==> src/rtl/rtc_hold_pkg.sv <==
package rtc_hold_pkg;

  // ==========================================================================
  // Clock and time base
  // ==========================================================================
  localparam int CLK_PERIOD_NS    = 10;
  localparam int CLK_HZ_DEFAULT   = 1_000_000_000 / CLK_PERIOD_NS;
  localparam int OSC_HZ           = 32768;
  // Edges of the square clock per half second (two edges per oscillator period)
  localparam int HALF_SEC_EDGES   = OSC_HZ;

  // ==========================================================================
  // Access hold timing
  // ==========================================================================
  // Half-second ticks after the first start that force the release
  localparam logic [1:0] TIMEOUT_TICKS    = 2'h2;
  // Longest wait from stop to applying a held carry
  localparam int         CARRY_WINDOW_NS  = 61000;
  localparam int         CARRY_WINDOW_CYC = CARRY_WINDOW_NS / CLK_PERIOD_NS;
  // Cycles the logic really takes from stop to the carry pulse
  localparam int         CARRY_APPLY_CYC  = 1;

  // ==========================================================================
  // Address pointer and refused reads
  // ==========================================================================
  localparam logic [3:0] PTR_RESET      = 4'hf;
  localparam logic [3:0] PTR_AFTER_STOP = 4'hf;
  localparam logic [3:0] PTR_STEP       = 4'h1;
  localparam logic [7:0] READ_REFUSED   = 8'hff;
  localparam logic [7:0] READ_RESET     = 8'h00;

  typedef enum logic [1:0] {
    acc_idle,
    acc_open,
    acc_released
  } access_e;

endpackage

==> src/rtl/time_base_if.sv <==
`timescale 1ns/10ps
// ============================================================================
// Time base carrier between the divider and the access hold logic
// ============================================================================
interface time_base_if;
  logic osc_edge;
  logic half_tick;
  logic sec_carry;
  logic square;

  modport source (
    output osc_edge,
    output half_tick,
    output sec_carry,
    output square
  );
  modport sink (
    input  osc_edge,
    input  half_tick,
    input  sec_carry,
    input  square
  );
endinterface

==> src/rtl/rtc_bus_access_hold.sv <==
`timescale 1ns/10ps
// Notes on behaviour
// - Time carries are held from start until stop or forced release for a coherent snapshot.
// - A held carry is applied within about 61 us after stop.
// - Access open 0.5 to 1.0 s after start is released automatically.
// - Forced release loads pointer with Fh, acting like a received stop.
// - Repeated start does not restart the timeout; it counts from first start.
// - After forced release, writes get no acknowledge and reads return FFh.
// - A free-running 32 kHz square clock is driven out.
// - Every stop sets the address pointer to Fh.
// - Pointer increments after each data byte until a forced release, wrapping Fh to 0h.
module rtc_bus_access_hold_timeout #(
  parameter int CLK_HZ           = rtc_hold_pkg::CLK_HZ_DEFAULT,
  parameter int HALF_SEC_EDGES   = rtc_hold_pkg::HALF_SEC_EDGES,
  parameter int CARRY_WINDOW_CYC = rtc_hold_pkg::CARRY_WINDOW_CYC
) (
  input  wire logic       sys_clk,
  input  wire logic       reset_n,
  input  wire logic       start_seen,
  input  wire logic       stop_seen,
  input  wire logic       ptr_write,
  input  wire logic [3:0] ptr_value,
  input  wire logic       data_byte_done,
  input  wire logic [7:0] rd_data_in,
  output logic            square_clock_out,
  output logic            counter_freeze,
  output logic            carry_apply,
  output logic [3:0]      addr_ptr,
  output logic            ack_enable,
  output logic [7:0]      rd_data_out,
  output logic            access_released
);
  import rtc_hold_pkg::*;

  // Held carry must land inside the window even if the window is shortened
  if (CARRY_WINDOW_CYC < CARRY_APPLY_CYC) begin : g_check
    $error("rtc_bus_access_hold_timeout: carry window shorter than apply delay");
  end

  typedef struct packed {
    access_e    state;
    logic [1:0] ticks;
    logic       pending;
    logic       carry;
    logic [3:0] ptr;
    logic       ack;
    logic [7:0] rd;
    logic       square;
    logic       freeze;
    logic       released;
  } hold_s;

  hold_s st;
  hold_s next_st;

  time_base_if tb ();

  // ==========================================================================
  // Time base
  // ==========================================================================
  rtc_time_base #(
    .CLK_HZ         (CLK_HZ),
    .HALF_SEC_EDGES (HALF_SEC_EDGES)
  ) u_time_base (
    .sys_clk (sys_clk),
    .reset_n (reset_n),
    .tb      (tb.source)
  );

  // ==========================================================================
  // Access state, pointer, carry hold and refusal
  // ==========================================================================
  always_comb begin
    next_st       = st;
    next_st.carry = 1'b0;

    // Pointer follows host traffic; frozen once the access has been refused
    if (st.state != acc_released) begin
      if (ptr_write) begin
        next_st.ptr = ptr_value;
      end else if (data_byte_done) begin
        next_st.ptr = st.ptr + PTR_STEP;
      end
    end

    unique case (st.state)
      acc_idle: begin
        if (start_seen && !stop_seen) begin
          next_st.state = acc_open;
          next_st.ticks = '0;
        end
      end
      acc_open: begin
        // A start here is a repeated start and leaves the tick count alone
        if (stop_seen) begin
          next_st.state = acc_idle;
        end else if (tb.half_tick) begin
          next_st.ticks = st.ticks + 2'h1;
          if (st.ticks == 2'(TIMEOUT_TICKS - 2'h1)) begin
            next_st.state = acc_released;
            next_st.ptr   = PTR_AFTER_STOP;
          end
        end
      end
      acc_released: begin
        if (stop_seen) begin
          next_st.state = acc_idle;
        end
      end
    endcase

    // Stop always parks the pointer, whatever the state
    if (stop_seen) begin
      next_st.ptr = PTR_AFTER_STOP;
    end

    next_st.freeze   = (next_st.state == acc_open);
    next_st.released = (next_st.state == acc_released);

    // Carry held while frozen; set wins, pending only clears once unfrozen
    if (tb.sec_carry) begin
      if (next_st.freeze) begin
        next_st.pending = 1'b1;
      end else begin
        next_st.carry = 1'b1;
      end
    end
    if (st.pending && !next_st.freeze) begin
      next_st.carry   = 1'b1;
      next_st.pending = 1'b0;
    end

    // Refused access: no acknowledge and all-ones read data
    next_st.ack    = !next_st.released;
    next_st.rd     = next_st.released ? READ_REFUSED : rd_data_in;
    next_st.square = tb.square;
  end

  // State register
  always_ff @(posedge sys_clk) begin
    if (!reset_n) begin
      st     <= '0;
      st.ptr <= PTR_RESET;
      st.ack <= 1'b1;
      st.rd  <= READ_RESET;
    end else begin
      st <= next_st;
    end
  end

  // Every output is a field of the state register
  assign square_clock_out = st.square;
  assign counter_freeze   = st.freeze;
  assign carry_apply      = st.carry;
  assign addr_ptr         = st.ptr;
  assign ack_enable       = st.ack;
  assign rd_data_out      = st.rd;
  assign access_released  = st.released;
endmodule

==> src/rtl/rtc_time_base.sv <==
`timescale 1ns/10ps
// ============================================================================
// Oscillator emulation: fractional divider from the system clock
// ============================================================================
module rtc_time_base #(
  parameter int CLK_HZ         = rtc_hold_pkg::CLK_HZ_DEFAULT,
  parameter int HALF_SEC_EDGES = rtc_hold_pkg::HALF_SEC_EDGES
) (
  input  wire logic          sys_clk,
  input  wire logic          reset_n,
  time_base_if.source        tb
);
  import rtc_hold_pkg::*;

  localparam logic [31:0] STEP  = 32'(2 * OSC_HZ);
  localparam logic [31:0] LIMIT = 32'(CLK_HZ);
  localparam logic [31:0] LAST  = 32'(HALF_SEC_EDGES - 1);

  // Divider must be slower than the system clock to form one-cycle enables
  if (CLK_HZ < 4 * OSC_HZ || HALF_SEC_EDGES < 2) begin : g_check
    $error("rtc_time_base: clock too slow or half-second count too small");
  end

  typedef struct packed {
    logic [31:0] acc;
    logic [31:0] edges;
    logic        half_phase;
    logic        osc_edge;
    logic        half_tick;
    logic        sec_carry;
    logic        square;
  } base_s;

  base_s st;
  base_s next_st;

  // ==========================================================================
  // Phase accumulator; averages to the exact rate though steps jitter a cycle
  // ==========================================================================
  always_comb begin
    next_st           = st;
    next_st.osc_edge  = 1'b0;
    next_st.half_tick = 1'b0;
    next_st.sec_carry = 1'b0;
    if (st.acc + STEP >= LIMIT) begin
      next_st.acc      = st.acc + STEP - LIMIT;
      next_st.osc_edge = 1'b1;
      next_st.square   = ~st.square;
      if (st.edges == LAST) begin
        next_st.edges      = '0;
        next_st.half_tick  = 1'b1;
        next_st.half_phase = ~st.half_phase;
        next_st.sec_carry  = st.half_phase; // One carry per two half ticks
      end else begin
        next_st.edges = st.edges + 32'h1;
      end
    end else begin
      next_st.acc = st.acc + STEP;
    end
  end

  // State register
  always_ff @(posedge sys_clk) begin
    if (!reset_n) begin
      st <= '0;
    end else begin
      st <= next_st;
    end
  end

  assign tb.osc_edge  = st.osc_edge;
  assign tb.half_tick = st.half_tick;
  assign tb.sec_carry = st.sec_carry;
  assign tb.square    = st.square;
endmodule

==> config.mk <==
export PLATFORM = sky130hd
export DESIGN_NAME = rtc_bus_access_hold_timeout
export DESIGN_NICKNAME = d
export VERILOG_FILES = /design/src/rtl/rtc_hold_pkg.sv /design/src/rtl/time_base_if.sv /design/src/rtl/rtc_bus_access_hold.sv /design/src/rtl/rtc_time_base.sv
export SDC_FILE = /design/constraint.sdc
export NUM_CORES = 1
export LEC_CHECK = 0
export BUFFER_PORTS_ARGS = -buffer_cell sky130_fd_sc_hd__buf_2
export CAP_MARGIN = 20
export CORE_MARGIN = 2
export CORE_UTILIZATION = 55
export DETAILED_ROUTE_END_ITERATION = 12
export PLACE_DENSITY = 0.74
export SLEW_MARGIN = 20
export SYNTH_ARGS = -nofsm -noshare
export SYNTH_HDL_FRONTEND = slang
export SYNTH_SLANG_ARGS = --single-unit
==> constraint.sdc <==
create_clock -name sys_clk -period 8.6 [get_ports sys_clk]
set_input_delay 0 -clock sys_clk [delete_from_list [all_inputs] [get_ports sys_clk]]
set_output_delay 0 -clock sys_clk [all_outputs]
set_load 0.02 [all_outputs]
Word-level counts from Yosys, hierarchy flattened. Index checks and enable logic that the tools add are counted. W data, S select, Z words.

Input port bits: 18. Bits in writable memories: 0. Register bits: 90. Output and inout bits: 17. Latch bits: 0. ROM bits: 0. Memories kept: 0.

Mux-type cells: 21. Add/sub/neg operators: 5. Multipliers: 0. Reduce and logical (&&, ||, !) cells: 14. Div/mod/pow operators: 0. Bitwise operators: 3. Shift-type cells: 0. Equality and inequality tests: 10. Magnitude comparators: 1.

Operators by type and width (number): $mux W32 (2); $add A32 B1 Y32 const B (1); $add A32 B17 Y32 const B (1); $eq A32 B15 Y1 const B (1); $ge A32 B27 Y1 const B (1); $mux W4 (8); $sub A32 B27 Y32 const B (1); $mux W2 (5); $mux W8 (1); $eq A2 B1 Y1 const B (3); $ne A2 B2 Y1 const B (3); $pmux W2 S3 (1); $reduce_and A2 Y1 (3); $add A4 B1 Y4 const B (1); $eq A2 B2 Y1 const B (2); $pmux W2 S2 (1); $reduce_and A4 Y1 (1); $reduce_or A2 Y1 (2); $logic_not A1 Y1 (3); $mux W1 (3); $not A1 Y1 (3); $reduce_and A3 Y1 (1); $add A2 B1 Y2 const B (1); $logic_and A1 B1 Y1 (2); other kinds (3) (3).

Longest topological paths before layout. Gate-level depths: netlist (run 1).

Depth after elaboration: 9. Gate-level depth with buffers: 12. Gate-level depth less buffers: 9.

Modules after synthesis. Synthesis (run 1) repeated with hierarchy kept, for this count alone.

Cell total of the unflattened synthesis: 569. Area, all modules: 4845.9 um^2.

By module, submodules not included: rtc_time_base (times used 1, cells an instance 456, area an instance 3808.7 um^2, seq. area each 1221.2 um^2); rtc_bus_access_hold_timeout (times used 1, cells an instance 113, area an instance 1037.2 um^2, seq. area each 440.4 um^2).

Worst setup path before layout (run 1). No wires, ideal clock.

Path kind: reg2reg. From: register u_time_base.st[53] (netlist bit). To: register u_time_base.st[48] (netlist bit). Buffers on the path: 3. Data arrival time: 3.093 ns. Slack: 5.436 ns. Required time: 8.530 ns. Library setup time: 0.070 ns. Cell stages (with the launch flop): 12. Cells stage by stage: dfxtp_1 ha_1 clkbuf_2 nand3_1 nor4_1 mux2_2 a41oi_1 a311oi_2 buf_6 buf_6 or4b_2 a21oi_1.

Word-level cells in the longest chain between the ends: 3.

Ends and longest elaborated chain: start: declaration (line rtc_time_base.sv:34) `base_s st;`; start signal: assignment (line rtc_time_base.sv:67) `st <= next_st;`; $add A32 B17 Y32 (line rtc_time_base.sv:45) `if (st.acc + STEP >= LIMIT) begin`; $ge A32 B27 Y1 (line rtc_time_base.sv:45); $mux W32 (line rtc_time_base.sv:45).

Every way passes these cells. A chain may end at the register's enable or synchronous reset.

Worst setup path after layout (run 1).
From: register u_time_base.st[53] (netlist bit). To: register u_time_base.st[24] (netlist bit).

Word-level cells in the longest chain between the ends: 2.

Ends and longest elaborated chain (line): $add A32 B17 Y32 (rtc_time_base.sv:45); $ge A32 B27 Y1 (rtc_time_base.sv:45).

Every way passes these cells.

==> metrics.log, run 1 <==
INFO  metric status = complete, no violations
INFO  metric port_buffers = 34
INFO  metric die_w = 95.6 um
INFO  metric cts_tree = built
INFO  metric syn_nets = roughly 600
INFO  metric hold_class = input port to flop
INFO  metric synth_top_cell_by_area = sky130_fd_sc_hd__dfxtp_1
INFO  metric dp_cells = 668
INFO  metric seqCellArea = roughly 1600 sq um
INFO  metric synth_flop_cell = sky130_fd_sc_hd__dfxtp_1
INFO  metric area_taken_by_multi_input_logic_gates = roughly 2700 sq um
INFO  metric worst_ep_arrival_time = 4.31 ns
INFO  metric firstDrtPassIters = 4
INFO  metric synth-xor-area-share = approximately 3.8%
INFO  metric part_of_the_yosys_area_used_for_sequential_elements = 35.6%
INFO  metric setup_repair_after_global_routing_missed_its_margin = false
INFO  metric timing.critical_path.cells = ha_1 -> nand3_1 -> nor4_1 -> mux2_2 -> a41oi_1 -> a311oi_4 -> buf_4 -> o31ai_2 -> buf_4 -> a21oi_1
INFO  metric routedWlPerCell = about 15 um
INFO  metric holdBufCountCts = 14
INFO  metric min_period_over_period = 47.4%
INFO  metric detail_route.drc_violations = 0
INFO  metric gp_congestion = 0.912
INFO  metric crit_fanout = 83
INFO  metric fin_worst_skew = ~0.014 ns
INFO  metric average_footprint_of_a_synthesized_cell = 8.10 sq um
INFO  metric fin_cells = between 600 and 700
INFO  metric antennaDiodeCount = 0
INFO  metric drv_slew = 0
INFO  metric critical_path_startpoint_category = flop
INFO  metric max_freq = roughly 250 MHz
INFO  metric timing.critical_path.slowest_cell_delay = 0.75 ns
INFO  metric maxCapViolations = 0
INFO  metric irDropWorstVdd = about 0.00017 V
INFO  metric final_hold_viol_count = 0
INFO  metric wirelength = 10,200 um
INFO  metric yosys_warnings = 0
INFO  metric cp_data_required_time = roughly 8.8 ns
INFO  metric synth_area_leaders = sky130_fd_sc_hd__dfxtp_1 (36%), sky130_fd_sc_hd__a21oi_1 (4.8%), sky130_fd_sc_hd__nand2_1 (4.3%)
INFO  metric crit_slowest_cell = sky130_fd_sc_hd__o31ai_2
INFO  metric end_kind = flop
INFO  metric dpl-instance-area = around 4700 sq um
INFO  metric clk_pin_slew_worst_paths = approximately 0.08 ns
INFO  metric placeableCoreArea = around 8200 sq um
INFO  metric start_util = approximately 56%
INFO  metric cts_post_setup_buffers_inserted = 0
INFO  metric clock-sinks = slightly above 80
INFO  metric nFillCells = just under 700
INFO  metric tightest_slew = approximately 1.0 ns
INFO  metric cts_repair_resize_count = 0
INFO  metric grt_pass1_vias = 3,761
INFO  metric synthesis_to_finish_area_growth = 10.5%
INFO  metric rows = 33
INFO  metric global_route.usage.total = 22.7%
INFO  metric drtAntennaViolNets = 0
INFO  metric fp.dieH = approximately 96 um
INFO  metric first_drt_iteration_drcs = about 290
INFO  metric synthArstFlopShare = 0%
INFO  metric worstSkewPairLatency = ~0.36 ns
INFO  metric setup_viol = 0
INFO  metric dpl.hpwl = between 6000 and 7000 um
INFO  metric clock_path_buffers = 2
INFO  metric worst_path_most_repeated_cell = sky130_fd_sc_hd__buf_4
INFO  metric routed-via-count = around 4,200
INFO  metric gr-total-overflow = 0
INFO  metric synth_top_family_by_area = simple AND/OR/NAND/NOR gates
INFO  metric synth_simple_gate_area_share = 30.3%
INFO  metric antenna_found_initial = 0
INFO  metric post_synth_inst_count = between 500 and 600
INFO  metric maximum_level_of_the_cts_h_tree = 3
INFO  metric postSynthRegisterBits = 82
INFO  metric complex_gate_fraction_of_the_synthesized_area = between 10% and 20%
INFO  metric grt_max_degree = between 80 and 90
INFO  metric synth_top_area_share = 35.6%
INFO  metric finalWorstPathRequiredPeriod = just over 4 ns
INFO  metric unique_masters_post_synth = 64
INFO  metric synth-edff-count = 0
INFO  metric die_area = 9140 sq um
INFO  metric floorplan.io_pins = 35
INFO  metric synthMuxAreaShare = between 2 and 2.5%
INFO  metric first_pass_grt_wire_length = about 17,000 um
INFO  metric layout.cell_area.non_filler = around 5100 sq um
INFO  metric totalNegativeSetupSlack = 0 ns
INFO  metric worst_hold_slack = approximately 0.015 ns
INFO  metric leakage = ~0.0019 uW
INFO  metric post_synth_fa_ha_maj_area_fraction = 2.71%
INFO  metric fraction_of_layout_instances_using_a_drive_strength_above_1 = roughly 11%
INFO  metric power_per_cell_area = approximately 270 nW/um^2
INFO  metric clk_root_buffer_cell = sky130_fd_sc_hd__clkbuf_8
INFO  metric setup.worst_path.class = flop to flop
INFO  metric syn-cell-area = around 4600 sq um
INFO  metric vias_per_cell = 6.03
INFO  metric finish.net_count = around 600
INFO  metric cts_inserted_buffers = 9
INFO  metric relSlewSlack = a little under a third
-- final timing paths --
kind / from / endpoint / slack [ns] / cells after the start
worst min-delay path: ptr_value[2] / addr_ptr[2]$_SDFF_PP1_ / 0.01 / 4
worst max register to register: u_time_base.st[53]$_SDFF_PN0_ / u_time_base.st[24]$_SDFFE_PN0P_ / 4.53 / 10
worst max-delay path: u_time_base.st[53]$_SDFF_PN0_ / u_time_base.st[24]$_SDFFE_PN0P_ / 4.53 / 10
worst min register to register: u_time_base.st[4]$_SDFFE_PN0P_ / u_time_base.st[4]$_SDFFE_PN0P_ / 0.47 / 2
-- cells by family (layout without fill, tap and decap cells) --
| kind of cell | after synthesis | after routing |
|---|---|---|
| multiplexers | 10 | 10 |
| AO/OA/AOI/OAI | 131 | 131 |
| buffers and inverters | 62 | 85 |
| XOR/XNOR | 20 | 20 |
| adder cells (fa/ha/maj) | 10 | 10 |
| AND/OR/NAND/NOR | 255 | 255 |
| flip-flops | 82 | 82 |
-- cell usage in the layout, fill, tap and decap left out, drive strengths merged, types with 19 or more instances in the layout --
cell   instances
nand2         53
inv           19
nor3          26
nor2          29
o21ai         30
dfxtp         82
a21oi         44
buf           36
nand4         19
or3           20
nand3         34
-- cell type report --
cell class / instances / area share [%]
repair buffers: 50 / 6.38
clock inverters: 6 / 2.67
inverters: 19 / 1.40
multi-input cells: 426 / 52.1
clock buffers: 10 / 2.70
well taps: 105 / 2.58
flip-flops and latches: 82 / 32.2
-- synth_stat cells (3+ instances only) --
cell,instances
sky130_fd_sc_hd__buf_4,17
sky130_fd_sc_hd__and3_1,12
sky130_fd_sc_hd__nor2b_1,9
sky130_fd_sc_hd__or3_1,20
sky130_fd_sc_hd__and2_1,10
sky130_fd_sc_hd__a31oi_1,5
sky130_fd_sc_hd__mux2_2,3
sky130_fd_sc_hd__nand3_1,34
sky130_fd_sc_hd__o31ai_1,8
sky130_fd_sc_hd__nor3b_1,3
sky130_fd_sc_hd__and4_1,7
sky130_fd_sc_hd__xnor2_1,13
sky130_fd_sc_hd__dfxtp_1,82
sky130_fd_sc_hd__nor3_1,26
sky130_fd_sc_hd__buf_6,3
sky130_fd_sc_hd__o21a_1,4
sky130_fd_sc_hd__nand2b_1,6
sky130_fd_sc_hd__buf_2,6
sky130_fd_sc_hd__o21ai_0,29
sky130_fd_sc_hd__nor4_1,9
sky130_fd_sc_hd__o31a_1,4
sky130_fd_sc_hd__o22ai_1,4
sky130_fd_sc_hd__o32ai_1,3
sky130_fd_sc_hd__or4_1,9
sky130_fd_sc_hd__clkbuf_1,14
sky130_fd_sc_hd__nor2_1,29
sky130_fd_sc_hd__o211ai_1,3
sky130_fd_sc_hd__a21oi_1,44
sky130_fd_sc_hd__mux2i_1,7
sky130_fd_sc_hd__ha_1,10
sky130_fd_sc_hd__nand4_1,18
sky130_fd_sc_hd__xor2_1,7
sky130_fd_sc_hd__nand2_1,53
sky130_fd_sc_hd__a41oi_1,3
sky130_fd_sc_hd__inv_1,18
-- report_power, final --
group	total [uW]	switching [uW]	internal, uW
Sequential	513	77.4	436
Combinational	485	305	180
Clock	374	142	231
-- routing by layer --
metal / global-route usage [%] / routed length (um) / part of all wire (%)
met4: 6.90 / 135 / 1.3
met1: 27.6 / 4760 / 47
met3: 4.58 / 473 / 4.6
met5: 0 / 0 / 0
met2: 40.2 / 4860 / 47
-- metrics by stage --
stage	utilization, %	worst slack (ns)	total power, uW
2_1_floorplan	-	5.44	932
3_3_place_gp	57.3	4.64	972
3_5_place_dp	57.3	4.54	988
4_1_cts	62.4	4.53	1370
5_1_grt	62.4	4.19	1460
6_report	62.4	4.53	1370
-- flip-flops by register name, indices dropped and copies added, names as in the netlist --
| register | count |
|---|---|
| rd_data_out | 8 |
| addr_ptr | 4 |
| u_time_base.tb.sec_carry | 1 |
| u_time_base.tb.half_tick | 1 |
| counter_freeze | 1 |
| u_time_base.tb.square | 1 |
| carry_apply | 1 |
| square_clock_out | 1 |
| u_time_base.st | 57 |
| st | 5 |
| ack_enable | 1 |
| access_released | 1 |
-- critical path, delay by kind of cell, from the launching register on --
kind / cells / cell delay (ns)
AO/OA/AOI/OAI: 4 / 1.16
AND/OR/NAND/NOR: 2 / 0.82
buffers and inverters: 2 / 0.71
flip-flops: 1 / 0.48
multiplexers: 1 / 0.39
adder cells (fa/ha/maj): 1 / 0.35
Note: power is estimated with default switching activity, not from simulation.
==> inputs of run 2 (changes only) <==
- clock period: 8.6 -> 4 ns (I/O delays scaled with it)
==> run 2 against run 1 <==
  * Die area unchanged
  * Clock-buffer cell count grew 1
  * Combinational power grew 130%
  * Sequential power increased by 110%
  * Wire length rose by 0.79%
  * Non-clock buffer count rose by 5
  * Final cell count up 0.72%
  * Worst hold slack improved by 0.0082 ns
  * Critical endpoint is now u_time_base.st[5]$_SDFFE_PN0P_
  * Highest routed layer unchanged
==> metrics.log, run 2 (synthesis gave the netlist of run 1 again) <==
INFO  metric routed-via-count = 4,258 (+1.2%)
INFO  metric maximum_level_of_the_cts_h_tree = 3 (unchanged)
INFO  metric first_drt_iteration_drcs = 377 (+32%)
INFO  metric min_period_over_period = 89.0% (+42 points)
INFO  metric worst_hold_startpoint = ptr_write
INFO  metric dpl-instance-area = 4720 sq um (+0.75%)
INFO  metric seqCellArea = 1640 sq um (unchanged)
INFO  metric hold_class = input port to flop
INFO  metric critical_path_startpoint_category = flop
INFO  metric first_pass_grt_wire_length = 17,400 um (+4.9%)
INFO  metric power_per_cell_area = 552 nW/um^2 (+110%)
INFO  metric area_taken_by_multi_input_logic_gates = 2660 sq um (unchanged)
INFO  metric gr-total-overflow = 0 (unchanged)
INFO  metric clk_pin_slew_worst_paths = 0.09 ns (about the same)
INFO  metric clock_path_buffers = 2 (unchanged)
INFO  metric drtAntennaViolNets = 0 (unchanged)
INFO  metric grt_pass1_vias = 3,949 (+5.0%)
INFO  metric final_hold_viol_count = 0 (unchanged)
INFO  metric drv_slew = 0 (unchanged)
INFO  metric rr_endpoint = u_time_base.st[5]$_SDFFE_PN0P_
INFO  metric whs_path_depth = 3 (-1)
INFO  metric finish.net_count = 621 (+0.81%)
INFO  metric die_area = 9140 sq um (unchanged)
INFO  metric leakage = 0.00184 uW (-0.52%)
INFO  metric global_route.usage.total = 23.5% (+0.81 points)
INFO  metric end_kind = flop
INFO  metric worst_ep_arrival_time = 3.80 ns (-0.51 ns)
INFO  metric clk_root_buffer_cell = sky130_fd_sc_hd__clkbuf_8
INFO  metric regToRegStartpoint = u_time_base.st[53]$_SDFF_PN0_
INFO  metric dpl.hpwl = 6800 um (+2.8%)
INFO  metric fp.dieH = 95.6 um (unchanged)
INFO  metric setup.worst_path.class = flop to flop
INFO  metric cts_inserted_buffers = 9 (unchanged)
INFO  metric largest_register_ffs = 57 (unchanged)
INFO  metric tightest_slew = 0.853 ns (-0.195 ns)
INFO  metric max_freq = 281 MHz (+14%)
INFO  metric fraction_of_layout_instances_using_a_drive_strength_above_1 = 11.7% (+0.41 points)
INFO  metric worst-r2r-cell-count = 10 (unchanged)
INFO  metric fin_worst_skew = 0.0108 ns (-0.00276 ns)
INFO  metric detail_route.drc_violations = 0 (unchanged)
INFO  metric setup_repair_after_global_routing_missed_its_margin = false
INFO  metric end_of_flow_core_utilization = 62.3% (-0.12 points)
INFO  metric vias_per_cell = 6.06 (+0.49%)
INFO  metric antennaDiodeCount = 0 (unchanged)
INFO  metric nFillCells = 716 (+4.8%)
INFO  metric top_register = u_time_base.st
INFO  metric antenna_found_initial = 0 (unchanged)
INFO  metric finalWorstPathRequiredPeriod = 3.56 ns (-0.513 ns)
INFO  metric layout.cell_area.non_filler = 5090 sq um (-0.20%)
INFO  metric setup_viol = 0 (unchanged)
INFO  metric gp_congestion = 0.882 (-3.2%)
INFO  metric mostFrequentLayoutCells = sky130_fd_sc_hd__dfxtp_1 (82), sky130_fd_sc_hd__nand2_1 (53), sky130_fd_sc_hd__a21oi_1 (44)
INFO  metric synthesis_to_finish_area_growth = 10.3%
INFO  metric clock-sinks = 82 (unchanged)
INFO  metric wirelength = 10,300 um (+0.79%)
INFO  metric die_w = 95.6 um (unchanged)
INFO  metric cp_data_required_time = 4.24 ns (-4.60 ns)
INFO  metric totalNegativeSetupSlack = 0 ns (unchanged)
INFO  metric floorplan.io_pins = 35 (unchanged)
INFO  metric placeableCoreArea = 8180 sq um (unchanged)
INFO  metric firstDrtPassIters = 5 (+1)
INFO  metric irDropWorstVdd = 0.000327 V (+98%)
INFO  metric cts_tree = built
INFO  metric status = complete, no violations
INFO  metric grt_max_degree = 76 (-9.5%)
INFO  metric worstSkewPairLatency = 0.35 ns (about the same)
INFO  metric routedWlPerCell = 14.7 um (about the same)
INFO  metric start_util = 56.5% (unchanged)
INFO  metric maxCapViolations = 0 (unchanged)
INFO  metric port_buffers = 34 (unchanged)
INFO  metric hold_end = addr_ptr[3]$_SDFF_PP1_
INFO  metric ff2ff_setup_slack = 0.44 ns (-4.09 ns)
INFO  metric crit_fanout = 75 (-9.6%)
INFO  metric leading_cell_type_in_the_layout_fill_and_taps_excluded = sky130_fd_sc_hd__dfxtp_1
INFO  metric rows = 33 (unchanged)
INFO  metric relSlewSlack = 42.8% (+13 points)
==> run 2: repair_timing <==
| item | in CTS | in global routing |
|---|---|---|
| buffers inserted | 0 | 0 |
| hold buffers | 15 | 0 |
| resized for setup | 0 | 0 |
| endpoints found under the hold margin | 12 | 0 |
==> run 2: per-stage QoR <==
stage | hold WS (ns) | std cells | power, uW | worst slack (ns)
2_1_floorplan | 0.107 | 570 | 2000 | 0.836
3_3_place_gp | 0.194 | 671 | 2140 | 0.608
3_5_place_dp | 0.202 | 671 | 2190 | 0.472
4_1_cts | 0.0178 | 702 | 2820 | 0.436
5_1_grt | 0.0544 | 703 | 3000 | 0.0517
6_report | 0.0232 | 703 | 2810 | 0.440
==> run 2: area by class of cell <==
cell class | instances | area share, %
repair buffers | 55 | 7.57
clock buffers | 11 | 2.78
flip-flops and latches | 82 | 32.2
well taps | 105 | 2.58
multi-input cells | 426 | 52.2
inverters | 19 | 1.40
clock inverters | 5 | 1.23
==> run 2: report_power, final <==
part / internal [uW] / switching [uW] / total (uW)
clock network: 309 / 305 / 614
logic: 432 / 663 / 1100
registers: 937 / 165 / 1100
total: 1680 / 1130 / 2810
==> run 2: critical path, stage by stage (launching register included) <==
cell,delay (ns)
sky130_fd_sc_hd__dfxtp_1,0.48
sky130_fd_sc_hd__ha_1,0.34
sky130_fd_sc_hd__nand3_1,0.25
sky130_fd_sc_hd__nor4_1,0.59
sky130_fd_sc_hd__mux2_2,0.40
sky130_fd_sc_hd__a41oi_1,0.30
sky130_fd_sc_hd__a311oi_4,0.08
sky130_fd_sc_hd__buf_12,0.25
sky130_fd_sc_hd__o31ai_2,0.36
sky130_fd_sc_hd__buf_4,0.33
sky130_fd_sc_hd__nor2_1,0.08
==> run 2: worst max-delay path by stage <==
stage	startpoint	to	slack, ns	cells past startpoint
floorplan	u_time_base.st[53]$_SDFF_PN0_	u_time_base.st[48]$_SDFFE_PN0P_	0.84	11
global placement	u_time_base.st[53]$_SDFF_PN0_	u_time_base.st[48]$_SDFFE_PN0P_	0.61	9
detailed placement	u_time_base.st[53]$_SDFF_PN0_	u_time_base.st[12]$_SDFFE_PN0P_	0.47	10
CTS	u_time_base.st[53]$_SDFF_PN0_	u_time_base.st[11]$_SDFFE_PN0P_	0.44	10
global route	u_time_base.st[53]$_SDFF_PN0_	u_time_base.st[11]$_SDFFE_PN0P_	0.05	10
finish	u_time_base.st[53]$_SDFF_PN0_	u_time_base.st[5]$_SDFFE_PN0P_	0.44	10
==> run 2: metal layers <==
layer | GRT usage [%] | vias to the layer above | share of wire [%]
met5 | 0 | - | 0
met4 | 6.55 | 0 | 1.2
met3 | 4.90 | 14 | 4.6
met2 | 40.4 | 125 | 48
met1 | 29.7 | 1989 | 46
li1 | - | 2130 | -
